### config.mk
export PLATFORM = sky130hd
export DESIGN_NAME = card_presence_sensing
export DESIGN_NICKNAME = d
export VERILOG_FILES = /design/src/common/sense_pkg.sv /design/src/card_presence_sensing.sv /design/src/tick_divider.sv /design/src/gain_compare.sv
export SDC_FILE = /design/constraint.sdc
export NUM_CORES = 1
export LEC_CHECK = 0
export BUFFER_PORTS_ARGS = -buffer_cell sky130_fd_sc_hd__buf_2
export CAP_MARGIN = 25
export CELL_PAD_IN_SITES_DETAIL_PLACEMENT = 1
export CELL_PAD_IN_SITES_GLOBAL_PLACEMENT = 2
export CORE_ASPECT_RATIO = 1.1
export CORE_UTILIZATION = 42
export CTS_CLUSTER_DIAMETER = 120
export CTS_CLUSTER_SIZE = 12
export DETAILED_ROUTE_END_ITERATION = 10
export PLACE_DENSITY_LB_ADDON = 0.15
export SLEW_MARGIN = 20
export SYNTH_ARGS = -nofsm -noshare
export SYNTH_HDL_FRONTEND = slang
export SYNTH_SLANG_ARGS = --single-unit
### constraint.sdc
create_clock -name ref_clk -period 11.9 [get_ports ref_clk]
set_input_delay 2.38 -clock ref_clk [delete_from_list [all_inputs] [get_ports ref_clk]]
set_output_delay 2.38 -clock ref_clk [all_outputs]
set_load 0.05 [all_outputs]
### src/common/sense_pkg.sv
// Constants, register map and types for the card-presence sensing block.
package sense_pkg;

    // ========================================================================
    // Register port widths and register indices
    // ========================================================================
    localparam int          ADDR_W              = 8;
    localparam int          DATA_W              = 32;
    localparam logic [7:0]  ADDR_DETECT_RESULT  = 8'h26;
    localparam logic [7:0]  ADDR_REF_STORE      = 8'h34;
    localparam logic [7:0]  ADDR_FIELD_ON_TIME  = 8'h36;
    localparam logic [7:0]  ADDR_WAKE_THRESHOLD = 8'h37;
    localparam logic [7:0]  ADDR_REF_SELECT     = 8'h38;
    localparam logic [7:0]  ADDR_REG_LEAD       = 8'h39;
    localparam logic [7:0]  ADDR_REG_LAG        = 8'h3A;
    localparam logic [7:0]  ADDR_SENSE_COMMAND  = 8'h40;
    localparam logic [7:0]  ADDR_SENSE_STATUS   = 8'h41;
    localparam logic [7:0]  ADDR_SENSE_CONTROL  = 8'h42;

    // ========================================================================
    // Field positions
    // ========================================================================
    localparam int          REF_VALUE_MSB       = 9;
    localparam int          REF_GEAR_LSB        = 10;
    localparam int          REF_GEAR_MSB        = 13;
    localparam int          SEL_SRC_MSB         = 1;
    localparam int          SEL_REG_EN_BIT      = 2;
    localparam int          CTRL_DPC_BIT        = 0;
    localparam int          STAT_DETECT_BIT     = 0;
    localparam int          STAT_BUSY_BIT       = 1;
    localparam int          STAT_STATE_LSB      = 8;
    localparam int          RES_HIT_BIT         = 0;
    localparam int          RES_GAIN_LSB        = 16;
    localparam int          STANDBY_W           = 16;

    // ========================================================================
    // Reference sources and reset values
    // ========================================================================
    localparam logic [1:0]  SRC_STORED          = 2'h0;
    localparam logic [1:0]  SRC_MEASURE         = 2'h1;
    localparam logic [1:0]  SRC_LIVE            = 2'h2;
    localparam logic [15:0] RST_REF_STORE       = 16'h0000;
    localparam logic [7:0]  RST_BYTE            = 8'h00;

    // ========================================================================
    // Timing
    // ========================================================================
    localparam int          CLK_HZ              = 50_000_000;
    localparam int          US_CYCLES           = CLK_HZ / 1_000_000;
    localparam logic [3:0]  FIELD_STEP_US       = 4'h8;
    localparam logic [3:0]  REG_STEP_US         = 4'h5;
    localparam int          WAKE_TICK_US        = 1000;
    localparam int          WAKE_TICK_CYCLES    = WAKE_TICK_US * US_CYCLES;

    // ========================================================================
    // Types
    // ========================================================================
    typedef enum logic [5:0] {
        ST_IDLE        = 6'h01,
        ST_STANDBY     = 6'h02,
        ST_LEAD        = 6'h04,
        ST_FIELD_START = 6'h08,
        ST_FIELD_ON    = 6'h10,
        ST_LAG         = 6'h20
    } sense_state_t;

    typedef struct packed {
        logic [3:0] gear;
        logic [9:0] value;
    } gain_sample_t;

    typedef struct packed {
        logic [ADDR_W-1:0] addr;
        logic [DATA_W-1:0] wdata;
        logic              wr;
        logic              rd;
    } reg_req_t;

endpackage

### src/card_presence_sensing.sv
// Card-presence sensing sequencer with its configuration registers.
//
// Decided for this implementation: strobed register access.
`timescale 1ns/1ps
module card_presence_sensing
    import sense_pkg::*;
#(
    parameter int WAKE_CYCLES = WAKE_TICK_CYCLES
) (
    // Clock and reset
    input  wire logic         ref_clk,
    input  wire logic         rst,
    // Register port
    input  wire reg_req_t     bus_req,
    output logic [31:0]       rd_data,
    // Host interface and receiver
    input  wire logic         host_chip_select_n,
    input  wire logic         external_field_detect,
    input  wire gain_sample_t live_gain,
    input  wire logic         field_on_done,
    // Transmitter and regulator
    output logic              rf_field_on,
    output logic              typea_tx_settings,
    output logic              field_on_command,
    output logic              regulator_control_output,
    // Status
    output logic              detect_interrupt,
    output logic              sensing_busy
);

    // ========================================================================
    // Helpers
    // ========================================================================
    function automatic logic [15:0] scale(input logic [7:0] count,
                                          input logic [3:0] step_us);
        scale = 16'(count) * 16'(step_us);
    endfunction

    function automatic logic addr_is(input logic [7:0] a,
                                     input logic [7:0] b);
        addr_is = (a == b);
    endfunction

    // ========================================================================
    // Declarations
    // ========================================================================
    logic [15:0]          ref_store;
    logic [7:0]           field_on_time;
    logic [7:0]           wake_threshold;
    logic [7:0]           ref_select;
    logic [7:0]           lead_time;
    logic [7:0]           lag_time;
    logic                 dpc_active;
    logic [15:0]          standby_len;
    logic [31:0]          detect_result;
    logic                 detect_flag;

    sense_state_t         state;
    sense_state_t         next_state;
    logic [15:0]          timer;
    logic [15:0]          next_timer;
    logic                 single_shot;
    logic                 measure_pending;
    logic                 cycle_reg_en;
    logic                 hit_q;
    gain_sample_t         reference;

    logic                 us_tick;
    logic                 wake_tick;
    logic                 tick;
    logic                 timer_done;
    logic                 entering;
    logic                 start_loop;
    logic                 start_check;
    logic                 leave_req;
    logic                 hit_raw;
    logic                 hit_now;
    logic                 sample_end;
    logic                 status_clear;
    logic                 run_reg_en;
    logic                 hit_exit;

    // ========================================================================
    // Time bases
    // ========================================================================
    tick_divider #(
        .DIV     (US_CYCLES)
    ) u_us_tick (
        .ref_clk (ref_clk),
        .rst     (rst),
        .restart (entering),
        .tick    (us_tick)
    );

    // Stands in for the slow wake oscillator; its tick times the standby.
    tick_divider #(
        .DIV     (WAKE_CYCLES)
    ) u_wake_tick (
        .ref_clk (ref_clk),
        .rst     (rst),
        .restart (entering),
        .tick    (wake_tick)
    );

    gain_compare u_compare (
        .reference (reference),
        .current   (live_gain),
        .threshold (wake_threshold),
        .hit       (hit_raw)
    );

    // ========================================================================
    // Sequencer decode
    // ========================================================================
    assign tick        = (state == ST_STANDBY) ? wake_tick : us_tick;
    assign timer_done  = (timer == 16'h0000) ||
                         (tick && timer == 16'h0001);
    assign entering    = (next_state != state);
    assign start_loop  = bus_req.wr && state == ST_IDLE &&
                         addr_is(bus_req.addr, ADDR_SENSE_COMMAND);
    assign start_check = bus_req.wr && state == ST_IDLE &&
                         addr_is(bus_req.addr, ADDR_DETECT_RESULT);
    assign leave_req   = !host_chip_select_n || external_field_detect;
    assign sample_end  = state == ST_FIELD_ON && timer_done;
    assign run_reg_en  = (start_loop || start_check) ?
                         ref_select[SEL_REG_EN_BIT] : cycle_reg_en;
    assign hit_exit    = next_state == ST_IDLE &&
                         ((sample_end && hit_now) ||
                          (state == ST_LAG && hit_q));
    // A measuring pass only fetches the reference and never wakes.
    assign hit_now     = hit_raw && !measure_pending;
    assign status_clear = bus_req.wr &&
                          addr_is(bus_req.addr, ADDR_SENSE_STATUS) &&
                          bus_req.wdata[STAT_DETECT_BIT];

    // Where the detection phase starts depends on regulator and power control.
    function automatic sense_state_t detect_entry(input logic reg_en,
                                                  input logic dynamic_power_control);
        if (reg_en) begin
            detect_entry = ST_LEAD;
        end else if (dynamic_power_control) begin
            detect_entry = ST_FIELD_START;
        end else begin
            detect_entry = ST_FIELD_ON;
        end
    endfunction

    // After a detection phase: stop on a card or a one-shot, else sleep again.
    function automatic sense_state_t after_detect(input logic hit,
                                                  input logic once);
        if (hit || once) begin
            after_detect = ST_IDLE;
        end else begin
            after_detect = ST_STANDBY;
        end
    endfunction

    always_comb begin
        next_state = state;
        case (state)
            ST_IDLE: begin
                if (start_loop) begin
                    next_state = ST_STANDBY;
                end else if (start_check) begin
                    next_state = detect_entry(run_reg_en, dpc_active);
                end
            end
            ST_STANDBY: begin
                if (timer_done) begin
                    next_state = detect_entry(run_reg_en, dpc_active);
                end
            end
            ST_LEAD: begin
                if (timer_done) begin
                    next_state = dpc_active ? ST_FIELD_START : ST_FIELD_ON;
                end
            end
            ST_FIELD_START: begin
                if (field_on_done) begin
                    next_state = ST_FIELD_ON;
                end
            end
            ST_FIELD_ON: begin
                if (timer_done) begin
                    next_state = cycle_reg_en ? ST_LAG :
                                 after_detect(hit_now, single_shot);
                end
            end
            ST_LAG: begin
                if (timer_done) begin
                    next_state = after_detect(hit_q, single_shot);
                end
            end
            default: begin
                next_state = ST_IDLE;
            end
        endcase
        if (state != ST_IDLE && leave_req) begin
            next_state = ST_IDLE;
        end
    end

    // Each timed phase loads its own length on entry; field start loads none.
    always_comb begin
        next_timer = 16'h0000;
        case (next_state)
            ST_STANDBY:  next_timer = standby_len;
            ST_LEAD:     next_timer = scale(lead_time, REG_STEP_US);
            ST_FIELD_ON: next_timer = scale(field_on_time,
                                            FIELD_STEP_US);
            ST_LAG:      next_timer = scale(lag_time, REG_STEP_US);
            default:     next_timer = 16'h0000;
        endcase
    end

    // ========================================================================
    // Sequencer state and timer
    // ========================================================================
    always_ff @(posedge ref_clk or posedge rst) begin
        if (rst) begin
            state <= ST_IDLE;
            timer <= 16'h0000;
        end else begin
            state <= next_state;
            if (entering) begin
                timer <= next_timer;
            end else if (tick && !timer_done) begin
                timer <= timer - 16'h0001;
            end
        end
    end

    // ========================================================================
    // Per-run context: reference, mode and verdict
    // ========================================================================
    always_ff @(posedge ref_clk or posedge rst) begin
        if (rst) begin
            single_shot     <= 1'b0;
            measure_pending <= 1'b0;
            cycle_reg_en    <= 1'b0;
            hit_q           <= 1'b0;
            reference       <= '0;
        end else begin
            if (start_loop || start_check) begin
                single_shot     <= start_check;
                measure_pending <= ref_select[SEL_SRC_MSB:0] == SRC_MEASURE;
                cycle_reg_en    <= ref_select[SEL_REG_EN_BIT];
                hit_q           <= 1'b0;
                case (ref_select[SEL_SRC_MSB:0])
                    SRC_LIVE: reference <= live_gain;
                    default: begin
                        reference.value <= ref_store[REF_VALUE_MSB:0];
                        reference.gear  <=
                            ref_store[REF_GEAR_MSB:REF_GEAR_LSB];
                    end
                endcase
            end else if (sample_end) begin
                hit_q <= hit_now;
                if (measure_pending) begin
                    reference       <= live_gain;
                    measure_pending <= 1'b0;
                end
            end
        end
    end

    // ========================================================================
    // Detection flag and one-shot result
    // ========================================================================
    // The flag is set in loop mode only, as the run ends, so the interrupt
    // rises the cycle after busy falls; a new detection wins over a clear.
    // Host configuration is left untouched here, so the host must reload its
    // protocol settings itself before polling.
    always_ff @(posedge ref_clk or posedge rst) begin
        if (rst) begin
            detect_flag <= 1'b0;
        end else if (hit_exit && !single_shot) begin
            detect_flag <= 1'b1;
        end else if (status_clear) begin
            detect_flag <= 1'b0;
        end
    end

    always_ff @(posedge ref_clk or posedge rst) begin
        if (rst) begin
            detect_result <= 32'h0000_0000;
        end else if (sample_end && single_shot) begin
            detect_result <= 32'h0000_0000;
            detect_result[RES_HIT_BIT] <= hit_now;
            detect_result[RES_GAIN_LSB +: 10] <= live_gain.value;
        end
    end

    // ========================================================================
    // Configuration registers
    // ========================================================================
    // The host must have a valid reference here, or select a measured or
    // live source, before starting the loop.
    always_ff @(posedge ref_clk or posedge rst) begin
        if (rst) begin
            ref_store      <= RST_REF_STORE;
            field_on_time  <= RST_BYTE;
            wake_threshold <= RST_BYTE;
            ref_select     <= RST_BYTE;
            lead_time      <= RST_BYTE;
            lag_time       <= RST_BYTE;
            dpc_active     <= 1'b0;
            standby_len    <= 16'h0000;
        end else if (bus_req.wr) begin
            case (bus_req.addr)
                ADDR_REF_STORE:      ref_store      <= bus_req.wdata[15:0];
                ADDR_FIELD_ON_TIME:  field_on_time  <= bus_req.wdata[7:0];
                ADDR_WAKE_THRESHOLD: wake_threshold <= bus_req.wdata[7:0];
                ADDR_REF_SELECT:     ref_select     <= bus_req.wdata[7:0];
                ADDR_REG_LEAD:       lead_time      <= bus_req.wdata[7:0];
                ADDR_REG_LAG:        lag_time       <= bus_req.wdata[7:0];
                ADDR_SENSE_CONTROL:  dpc_active     <=
                                         bus_req.wdata[CTRL_DPC_BIT];
                ADDR_SENSE_COMMAND: begin
                    if (state == ST_IDLE) begin
                        standby_len <= bus_req.wdata[STANDBY_W-1:0];
                    end
                end
                default: begin
                end
            endcase
        end
    end

    // ========================================================================
    // Read port
    // ========================================================================
    always_ff @(posedge ref_clk or posedge rst) begin
        if (rst) begin
            rd_data <= 32'h0000_0000;
        end else if (bus_req.rd) begin
            rd_data <= 32'h0000_0000;
            case (bus_req.addr)
                ADDR_DETECT_RESULT:  rd_data <= detect_result;
                ADDR_REF_STORE:      rd_data[15:0] <= ref_store;
                ADDR_FIELD_ON_TIME:  rd_data[7:0] <= field_on_time;
                ADDR_WAKE_THRESHOLD: rd_data[7:0] <= wake_threshold;
                ADDR_REF_SELECT:     rd_data[7:0] <= ref_select;
                ADDR_REG_LEAD:       rd_data[7:0] <= lead_time;
                ADDR_REG_LAG:        rd_data[7:0] <= lag_time;
                ADDR_SENSE_CONTROL:  rd_data[CTRL_DPC_BIT] <= dpc_active;
                ADDR_SENSE_COMMAND:  rd_data[15:0] <= standby_len;
                ADDR_SENSE_STATUS: begin
                    rd_data[STAT_DETECT_BIT] <= detect_flag;
                    rd_data[STAT_BUSY_BIT]   <= state != ST_IDLE;
                    rd_data[STAT_STATE_LSB +: 6] <= state;
                end
                default: begin
                end
            endcase
        end else begin
            rd_data <= 32'h0000_0000;
        end
    end

    // ========================================================================
    // Pin outputs
    // ========================================================================
    always_ff @(posedge ref_clk or posedge rst) begin
        if (rst) begin
            rf_field_on              <= 1'b0;
            typea_tx_settings        <= 1'b0;
            field_on_command         <= 1'b0;
            regulator_control_output <= 1'b0;
            detect_interrupt         <= 1'b0;
            sensing_busy             <= 1'b0;
        end else begin
            rf_field_on <= next_state == ST_FIELD_START ||
                           next_state == ST_FIELD_ON;
            typea_tx_settings <= next_state == ST_FIELD_ON &&
                                 !dpc_active;
            field_on_command <= next_state == ST_FIELD_START &&
                                entering;
            regulator_control_output <= run_reg_en &&
                (next_state == ST_LEAD || next_state == ST_FIELD_START ||
                 next_state == ST_FIELD_ON ||
                 next_state == ST_LAG);
            detect_interrupt <= detect_flag;
            sensing_busy     <= next_state != ST_IDLE;
        end
    end

endmodule

### src/tick_divider.sv
// One-cycle enable pulse every DIV clock cycles, restartable.
`timescale 1ns/1ps
module tick_divider #(
    parameter int DIV = 50
) (
    // Clock and reset
    input  wire logic ref_clk,
    input  wire logic rst,
    // Control and tick
    input  wire logic restart,
    output logic      tick
);
    logic [31:0] count;

    always_ff @(posedge ref_clk or posedge rst) begin
        if (rst) begin
            count <= 32'h0000_0000;
            tick  <= 1'b0;
        end else if (restart || count == 32'(DIV - 1)) begin
            count <= 32'h0000_0000;
            tick  <= !restart;
        end else begin
            count <= count + 32'h0000_0001;
            tick  <= 1'b0;
        end
    end
endmodule

### src/gain_compare.sv
// Decides whether a gain sample departs from the reference by more than a threshold.
`timescale 1ns/1ps
module gain_compare
    import sense_pkg::*;
(
    // Operands
    input  wire gain_sample_t reference,
    input  wire gain_sample_t current,
    input  wire logic [7:0]   threshold,
    // Result
    output logic              hit
);
    function automatic logic [9:0] abs_diff(input logic [9:0] a,
                                            input logic [9:0] b);
        abs_diff = (a >= b) ? a - b : b - a;
    endfunction

    // A drift in either direction counts, since metal can pull gain both ways.
    assign hit = abs_diff(reference.value, current.value) > {2'h0, threshold};
endmodule

# ---- After elaboration in Yosys (flattened, before gate mapping)
# Cells that the tools add are included.
dict set report op_classes {
  n_addsub 5
  mul 2
  n_lt_le_gt_ge 2
  eq_ne 30
  n_mux 41
  n_reduce_logical 50
}
# operator count
set ops {}
lappend ops {{two-way mux 32 bit} 3}
lappend ops {{adder 32 x 1 -> 32 bit, second input constant} 2}
lappend ops {{case mux 16 bit (4 select lines)} 1}
lappend ops {{two-way mux 10 bit} 6}
lappend ops {{equality test 8 x 6 -> 1 bit, second input constant} 7}
lappend ops {{two-way mux 6 bit} 9}
lappend ops {{case mux 6 bit (7 select lines)} 1}
lappend ops {{case mux 6 bit (6 select lines)} 1}
lappend ops {{equality test 32 x 16 -> 1 bit, second input constant} 1}
lappend ops {{equality test 32 x 6 -> 1 bit, second input constant} 1}
lappend ops {{two-way mux 16 bit} 2}
lappend ops {{equality test 8 x 7 -> 1 bit, second input constant} 3}
lappend ops {{multiplier 8 x 3 -> 11 bit, second input constant} 2}
lappend ops {{subtractor 10 bit} 2}
lappend ops {{logical AND 1 bit} 18}
lappend ops {{case mux 6 bit (3 select lines)} 1}
lappend ops {{equality test 16 x 1 -> 1 bit, second input constant} 1}
lappend ops {{zero test 16 bit} 1}
lappend ops {{AND reduction 2 bit} 8}
lappend ops {{subtractor 16 x 1 -> 16 bit, second input constant} 1}
lappend ops {{equality test 6 x 1 -> 1 bit, second input constant} 2}
lappend ops {{equality test 6 x 2 -> 1 bit, second input constant} 2}
lappend ops {{equality test 6 x 3 -> 1 bit, second input constant} 2}
lappend ops {{equality test 6 x 4 -> 1 bit, second input constant} 2}
lappend ops {{18 further kinds} 51}
dict set report totals {
  reg_bits 225
  input_bits 61
  output_inout_bits 38
  word_cells 158
}

# ---- Logic depth before layout (Yosys ltp)
dict set report depth {
  depth_word 15
  mapped_depth 23
  mapped_depth_nobuf 21
}

# ---- Modules after synthesis
# From an unflattened synthesis, not the netlist that was laid out.
dict set report hier_totals {
  hier_cells 1292
  hier_area_um2 12961.2
}
# module n_inst cells_each area_each_um2 seq_area_each_um2
set by_module_without_submodules {}
lappend by_module_without_submodules {card_presence_sensing 1 759 8323.0 3930.0}
lappend by_module_without_submodules {{tick_divider at u_wake_tick} 1 181 1722.9 825.8}
lappend by_module_without_submodules {{tick_divider at u_us_tick} 1 182 1705.4 825.8}
lappend by_module_without_submodules {gain_compare 1 170 1209.9 0.0}

# ---- Worst setup path after synthesis
# No wires, ideal clock.
dict set report synth_timing {
  kind {input to register}
  from {input port live_gain[0] (netlist bit)}
  to {register timer[8]}
  setup_ps 130
  arrival_time_ps 6249
  t_required_ps 11770
  setup_slack_ps 5521
  stages 21
  path_buffers 2
  path_cell_list {ha_1 -> inv_1 -> fa_1 -> a211oi_1 -> o21ai_1 -> nand3_1 -> o21a_1 -> buf_2 -> mux2i_1 -> o21ai_0 -> a221o_1 -> xor2_1 -> ha_1 -> nand4_1 -> o211ai_1 -> o2111ai_1 -> a31oi_1 -> o41ai_4 -> buf_6 -> a221oi_2 -> mux2i_1}
}
dict set report synth_between {
  elab_chain_len 13
  elab_cells_between_ends 20
  cone_classes {add/sub: 2; order compare: 2; eq/ne: 5; mux: 8; reduce/logical: 3}
}
# element line_no
set synth_rtl {}
lappend synth_rtl {{from (decl)} card_presence_sensing.sv:19} ;# input wire gain_sample_t live_gain,
lappend synth_rtl {{subtractor 10 bit or greater-or-equal comparator 10 bit (tied branches)} gain_compare.sv:15} ;# abs_diff = (a >= b) ? a - b : b - a;
lappend synth_rtl {{two-way mux 10 bit (*)} gain_compare.sv:15}
lappend synth_rtl {{greater-than comparator 10 x 8 -> 1 bit (*)} gain_compare.sv:19} ;# assign hit = abs_diff(reference.value, current.value) > {2'h0, threshold};
lappend synth_rtl {{logical AND 1 bit (*)} card_presence_sensing.sv:131} ;# assign hit_now = hit_raw && !measure_pending;
lappend synth_rtl {{logical OR 1 bit (*)} card_presence_sensing.sv:151} ;# if (hit || once) begin
lappend synth_rtl {{two-way mux 2 bit (*)} card_presence_sensing.sv:151}
lappend synth_rtl {{two-way mux 6 bit (*)} card_presence_sensing.sv:185} ;# next_state = cycle_reg_en ? ST_LAG :
lappend synth_rtl {{two-way mux 6 bit (*)} card_presence_sensing.sv:184} ;# if (timer_done) begin
lappend synth_rtl {{case mux 6 bit (6 select lines) (*)} card_presence_sensing.sv:160} ;# case (state)
lappend synth_rtl {{two-way mux 6 bit (*)} card_presence_sensing.sv:198} ;# if (state != ST_IDLE && leave_req) begin
lappend synth_rtl {{via next_state[1]} card_presence_sensing.sv:59} ;# sense_state_t next_state;
lappend synth_rtl {{equality test 6 bit, or another cell as far along} card_presence_sensing.sv:206} ;# case (next_state)
lappend synth_rtl {{case mux 16 bit (4 select lines)} card_presence_sensing.sv:206}
lappend synth_rtl {{two-way mux 16 bit} card_presence_sensing.sv:225} ;# if (entering) begin
lappend synth_rtl {{to (signal assigned)} card_presence_sensing.sv:226} ;# timer <= next_timer;
lappend synth_rtl {{to (signal assigned)} card_presence_sensing.sv:228} ;# timer <= timer - 16'h0001;
lappend synth_rtl {{to (decl)} card_presence_sensing.sv:60} ;# logic [15:0] timer;
# The timed path passes the listed nets; every way through them passes the cells marked *.
# A chain may end at the register's enable or synchronous reset.

# ---- Worst setup path in the final report
dict set report layout_timing {
  from {input port live_gain[2] (netlist bit)}
  to {register timer[5]}
}
dict set report layout_between {
  elab_chain_len 13
  elab_cells_between_ends 20
  cone_classes {add/sub: 2; order compare: 2; eq/ne: 5; mux: 8; reduce/logical: 3}
}
# element line_no
set layout_rtl {}
lappend layout_rtl {{subtractor 10 bit or greater-or-equal comparator 10 bit (tied branches)} gain_compare.sv:15}
lappend layout_rtl {{two-way mux 10 bit (*)} gain_compare.sv:15}
lappend layout_rtl {{greater-than comparator 10 x 8 -> 1 bit (*)} gain_compare.sv:19}
lappend layout_rtl {{logical AND 1 bit (*)} card_presence_sensing.sv:131}
lappend layout_rtl {{logical OR 1 bit (*)} card_presence_sensing.sv:151}
lappend layout_rtl {{two-way mux 2 bit (*)} card_presence_sensing.sv:151}
lappend layout_rtl {{two-way mux 6 bit (*)} card_presence_sensing.sv:185}
lappend layout_rtl {{two-way mux 6 bit (*)} card_presence_sensing.sv:184}
lappend layout_rtl {{case mux 6 bit (6 select lines) (*)} card_presence_sensing.sv:160}
lappend layout_rtl {{two-way mux 6 bit (*)} card_presence_sensing.sv:198}
lappend layout_rtl {{equality test 6 bit, or another cell as far along} card_presence_sensing.sv:206}
lappend layout_rtl {{case mux 16 bit (4 select lines)} card_presence_sensing.sv:206}
lappend layout_rtl {{two-way mux 16 bit} card_presence_sensing.sv:225}
# Every way passes the cells marked *; elsewhere a longest branch is shown, timed or not.

==> impl_metrics.ini <==
[synthesis]
synth_ff_type = dfrtp_1
synth_top_family_by_area = simple AND/OR/NAND/NOR gates
synth_fa_ha_area_share_pct = 6.34
synth-compound-area-share_pct = 11.8
synthMuxAreaShare_pct = 8.99
synth_cell_type_count = 78
synth_cells = 1238
netlist_area_um2 = 12300
yosys_warnings = 0
yosysSeqAreaShare_pct = 44.5
async_reset_ff_share_pct = 100
ys_ff_latch = 219
synth-xor-area-share_pct = 6.55
synth_edf_count = 0
synth_simple_gate_area_share_pct = 17.4
syn_avg_cell_area_um2 = 9.94

[sta]
rsz0062_at_grt = no
period_share_pct = 59.9
timing.fmax_ghz = 0.140
finalSetupTns_ns = 0
maxSlewHeadroom_pct = 30.0
tightest_slew_ns = 1.05
setup_violations = 0
setup_ws_ns = 4.77
hold_viol = 0
finClkSkew_ns = 0.0123
drv_slew = 0
min_period_ns = 7.13

[layout]
diodes = 0
drive_above_1_share_pct = 15.9
postLayoutCellArea_um2 = 13600
syn2layout_area_growth_pct = 10.4
num-nets-final = 1417

[global_route]
grt_pass1_wl_um = 53100
grt_use_total_pct = 22.5
antenna_found_initial = 0
grt_overflow = 0
grt_max_degree = 78
grt_pass1_vias = 9654

[clock_network]
clock_sink_count = 219
insertion_delay_ns = 0.52
cts_buffer_depth = 3
cts_tree = yes
cts.clk_slew.worst_paths_ns = 0.06
numCtsBuffers = 22
cts_setup_buffers = 0
htree_levels = 1
cts-resized-gates = 0
root_buffer = clkbuf_16
cts-hold-fix-buffers = 0

[critical_path]
cpPeakStageDelay_ns = 0.91
r2r_end = timer[5]$_DFFE_PP0P_
path_max_fanout = 16
reg2reg_setup_slack_ns = 6.31
end_kind = register
r2r_cells = 21
worstSetupStartpoint = live_gain[2]
critPathCapture = timer[5]$_DFFE_PP0P_
critical_path.cell_chain = buf_2 -> inv_1 -> ha_1 -> a211oi_1 -> o21ai_1 -> nand3_1 -> o21ai_1 -> mux2_2 -> a31oi_1 -> o21ai_0 -> a21oi_1 -> xnor2_1 -> ha_1 -> nand4_1 -> o2111ai_1 -> a31oi_1 -> buf_4 -> o41ai_4 -> a221oi_1 -> a21oi_1
cp.required_ns = 12.34
crit_path_top_delay_cell = o41ai_4
r2r_start = reference[0]$_DFFE_PP0P_
crit_arrival_ns = 7.57
path_class = input pin to register
startpoint_type = input pin

[pwr]
intPower_w = 0.00136
clkPwrFrac_pct = 31.6
switching_power_w = 0.000639
p_comb_share_pct = 18.9
power.density_nw_per_um2 = 147
power.total_w = 0.00200
pwr-share-seq_pct = 49.5
power.leakage_nw = 6.31
vdd_drop_max_v = 0.000110
netSwitchingFraction_pct = 32.0

[placed_design]
place_area_um2 = 12900
port-buffer-count = 72
post-place-ws_ns = 4.24
dp_hpwl_um = 23900
gp_congestion = 0.812

[drt]
drtPass1Iterations = 10
dr_total_vias = 9177
drc = 17
ant_nets = 0
wl_um = 32900
post_drt_via_cell_ratio = 5.49
routedWlPerCell_um = 19.7
dr.first_iter.drc_count = 397

[die]
dieArea_um2 = 30000
die_x_um = 165
start_util_pct = 42.8
die_y_um = 182
row_count = 65
ios = 99
fp.coreArea_um2 = 28800

[outcome]
status = finished, violations left
violations = design-rule violations

[hold_path]
hold_path_class = register to register

[run]
maxCapViolations = 0
-- power by group through the flow --
stage	Sequential [W]	Clock [W]	Combinational, W
6_report	0.000989	0.000631	0.000378
3_3_place_gp	0.000997	0	0.000368
3_5_place_dp	0.00100	0	0.000381
4_1_cts	0.000990	0.000655	0.000384
2_1_floorplan	0.000965	0	0.000299
5_1_grt	0.00101	0.000678	0.000434
-- cells by family (layout without fill, tap and decap cells) --
group | after synthesis | after routing
buffers and inverters | 120 | 180
AND/OR/NAND/NOR | 418 | 418
AO/OA/AOI/OAI | 226 | 226
flip-flops | 219 | 219
XOR/XNOR | 92 | 92
multiplexers | 102 | 102
adder cells (fa/ha/maj) | 60 | 60
other | 1 | 6
-- registers in the layout (all words and copies together) (netlist names), 10 cells and up --
signal	flops
detect_result	11
rd_data	26
u_wake_tick.count	32
u_us_tick.count	32
reference	10
standby_len	16
timer	16
ref_store	16
-- worst max-delay path: cells and delay by family --
family / cells / cell delay [ns]
buffers and inverters: 3 / 0.40
adders and majority gates: 2 / 0.78
and+or+nand+nor: 2 / 0.27
xor gates and xnor gates: 1 / 0.11
muxes: 1 / 0.42
AOI/OAI and AO/OA: 11 / 3.19
-- cells in the final DEF, fill, tap and decap left out, types with 8 or more instances in the layout --
master	Yosys	layout
xor2_1	56	56
clkbuf_16	0	22
a31oi_1	8	8
a21oi_1	60	60
a221oi_1	8	8
and3_1	25	25
buf_2	17	72
nand3_1	32	32
nor2b_1	17	17
mux2_2	69	69
xnor2_1	36	36
o21a_1	8	8
mux2i_1	33	33
ha_1	56	56
o21ai_0	71	71
inv_1	62	61
nor2_1	122	122
a22oi_1	13	13
o211ai_1	8	8
nor3_1	16	16
buf_4	12	12
nand4_1	20	20
nor4_1	15	15
dfrtp_1	218	218
and2_1	13	13
nand2_1	106	106
-- synth_stat cells, drive strengths merged (17+ instances only) --
cell type  instances  area share (%)
dfrtp            218              44
nor2             122             3.7
nand2            106             3.2
o21ai             75             3.0
mux2              69             6.3
inv               62             1.9
a21oi             60             2.4
ha                56             5.7
xor2              56             4.0
buf               36             1.9
xnor2             36             2.6
mux2i             33             2.7
nand3             33             1.4
and3              26             1.3
clkbuf            22            0.67
nor4              21             1.6
nand4             20             1.0
nor2b             17            0.86
nor3              17            0.73
-- per-layer routing --
| metal | wire (um) | vias to the layer above | track usage (%) |
|---|---|---|---|
| li1 | - | 4428 | - |
| met1 | 15300 | 4598 | 30.1 |
| met2 | 15900 | 106 | 38.2 |
| met3 | 829 | 45 | 2.54 |
| met4 | 811 | 0 | 5.98 |
| met5 | 0 | - | 0 |
-- area by class of cell --
type                            count  area, um^2
Clock inverter                      2        25.0
Timing Repair Buffer               87         497
Inverter                           62         240
Clock buffer                       29         577
Tap cell                          368         460
Multi-Input combinational cell    904        6310
Sequential cell                   219        5480
Fill cell                        3270       15200
-- per-stage QoR --
| stage | utilization [%] | hold WS, ns | std cells |
|---|---|---|---|
| 2_1_floorplan | - | 0.375 | 1243 |
| 3_3_place_gp | 45.0 | 0.447 | 1637 |
| 3_5_place_dp | 45.0 | 0.436 | 1637 |
| 4_1_cts | 47.0 | 0.452 | 1668 |
| 5_1_grt | 47.2 | 0.470 | 1671 |
| 6_report | 47.2 | 0.461 | 1671 |
-- how the worst min path moves through the flow --
| stage | start | endpoint | depth (start not counted) |
|---|---|---|---|
| floorplan | detect_flag$_DFFE_PP0P_ | detect_interrupt$_DFF_PP0_ | 0 |
| global placement | u_wake_tick.count[0]$_DFF_PP0_ | u_wake_tick.count[0]$_DFF_PP0_ | 1 |
| detailed placement | detect_flag$_DFFE_PP0P_ | detect_interrupt$_DFF_PP0_ | 0 |
| CTS | detect_flag$_DFFE_PP0P_ | detect_interrupt$_DFF_PP0_ | 0 |
| global route | detect_flag$_DFFE_PP0P_ | detect_interrupt$_DFF_PP0_ | 0 |
| finish | detect_flag$_DFFE_PP0P_ | detect_interrupt$_DFF_PP0_ | 0 |
Note: power is estimated with default switching activity, not from simulation.
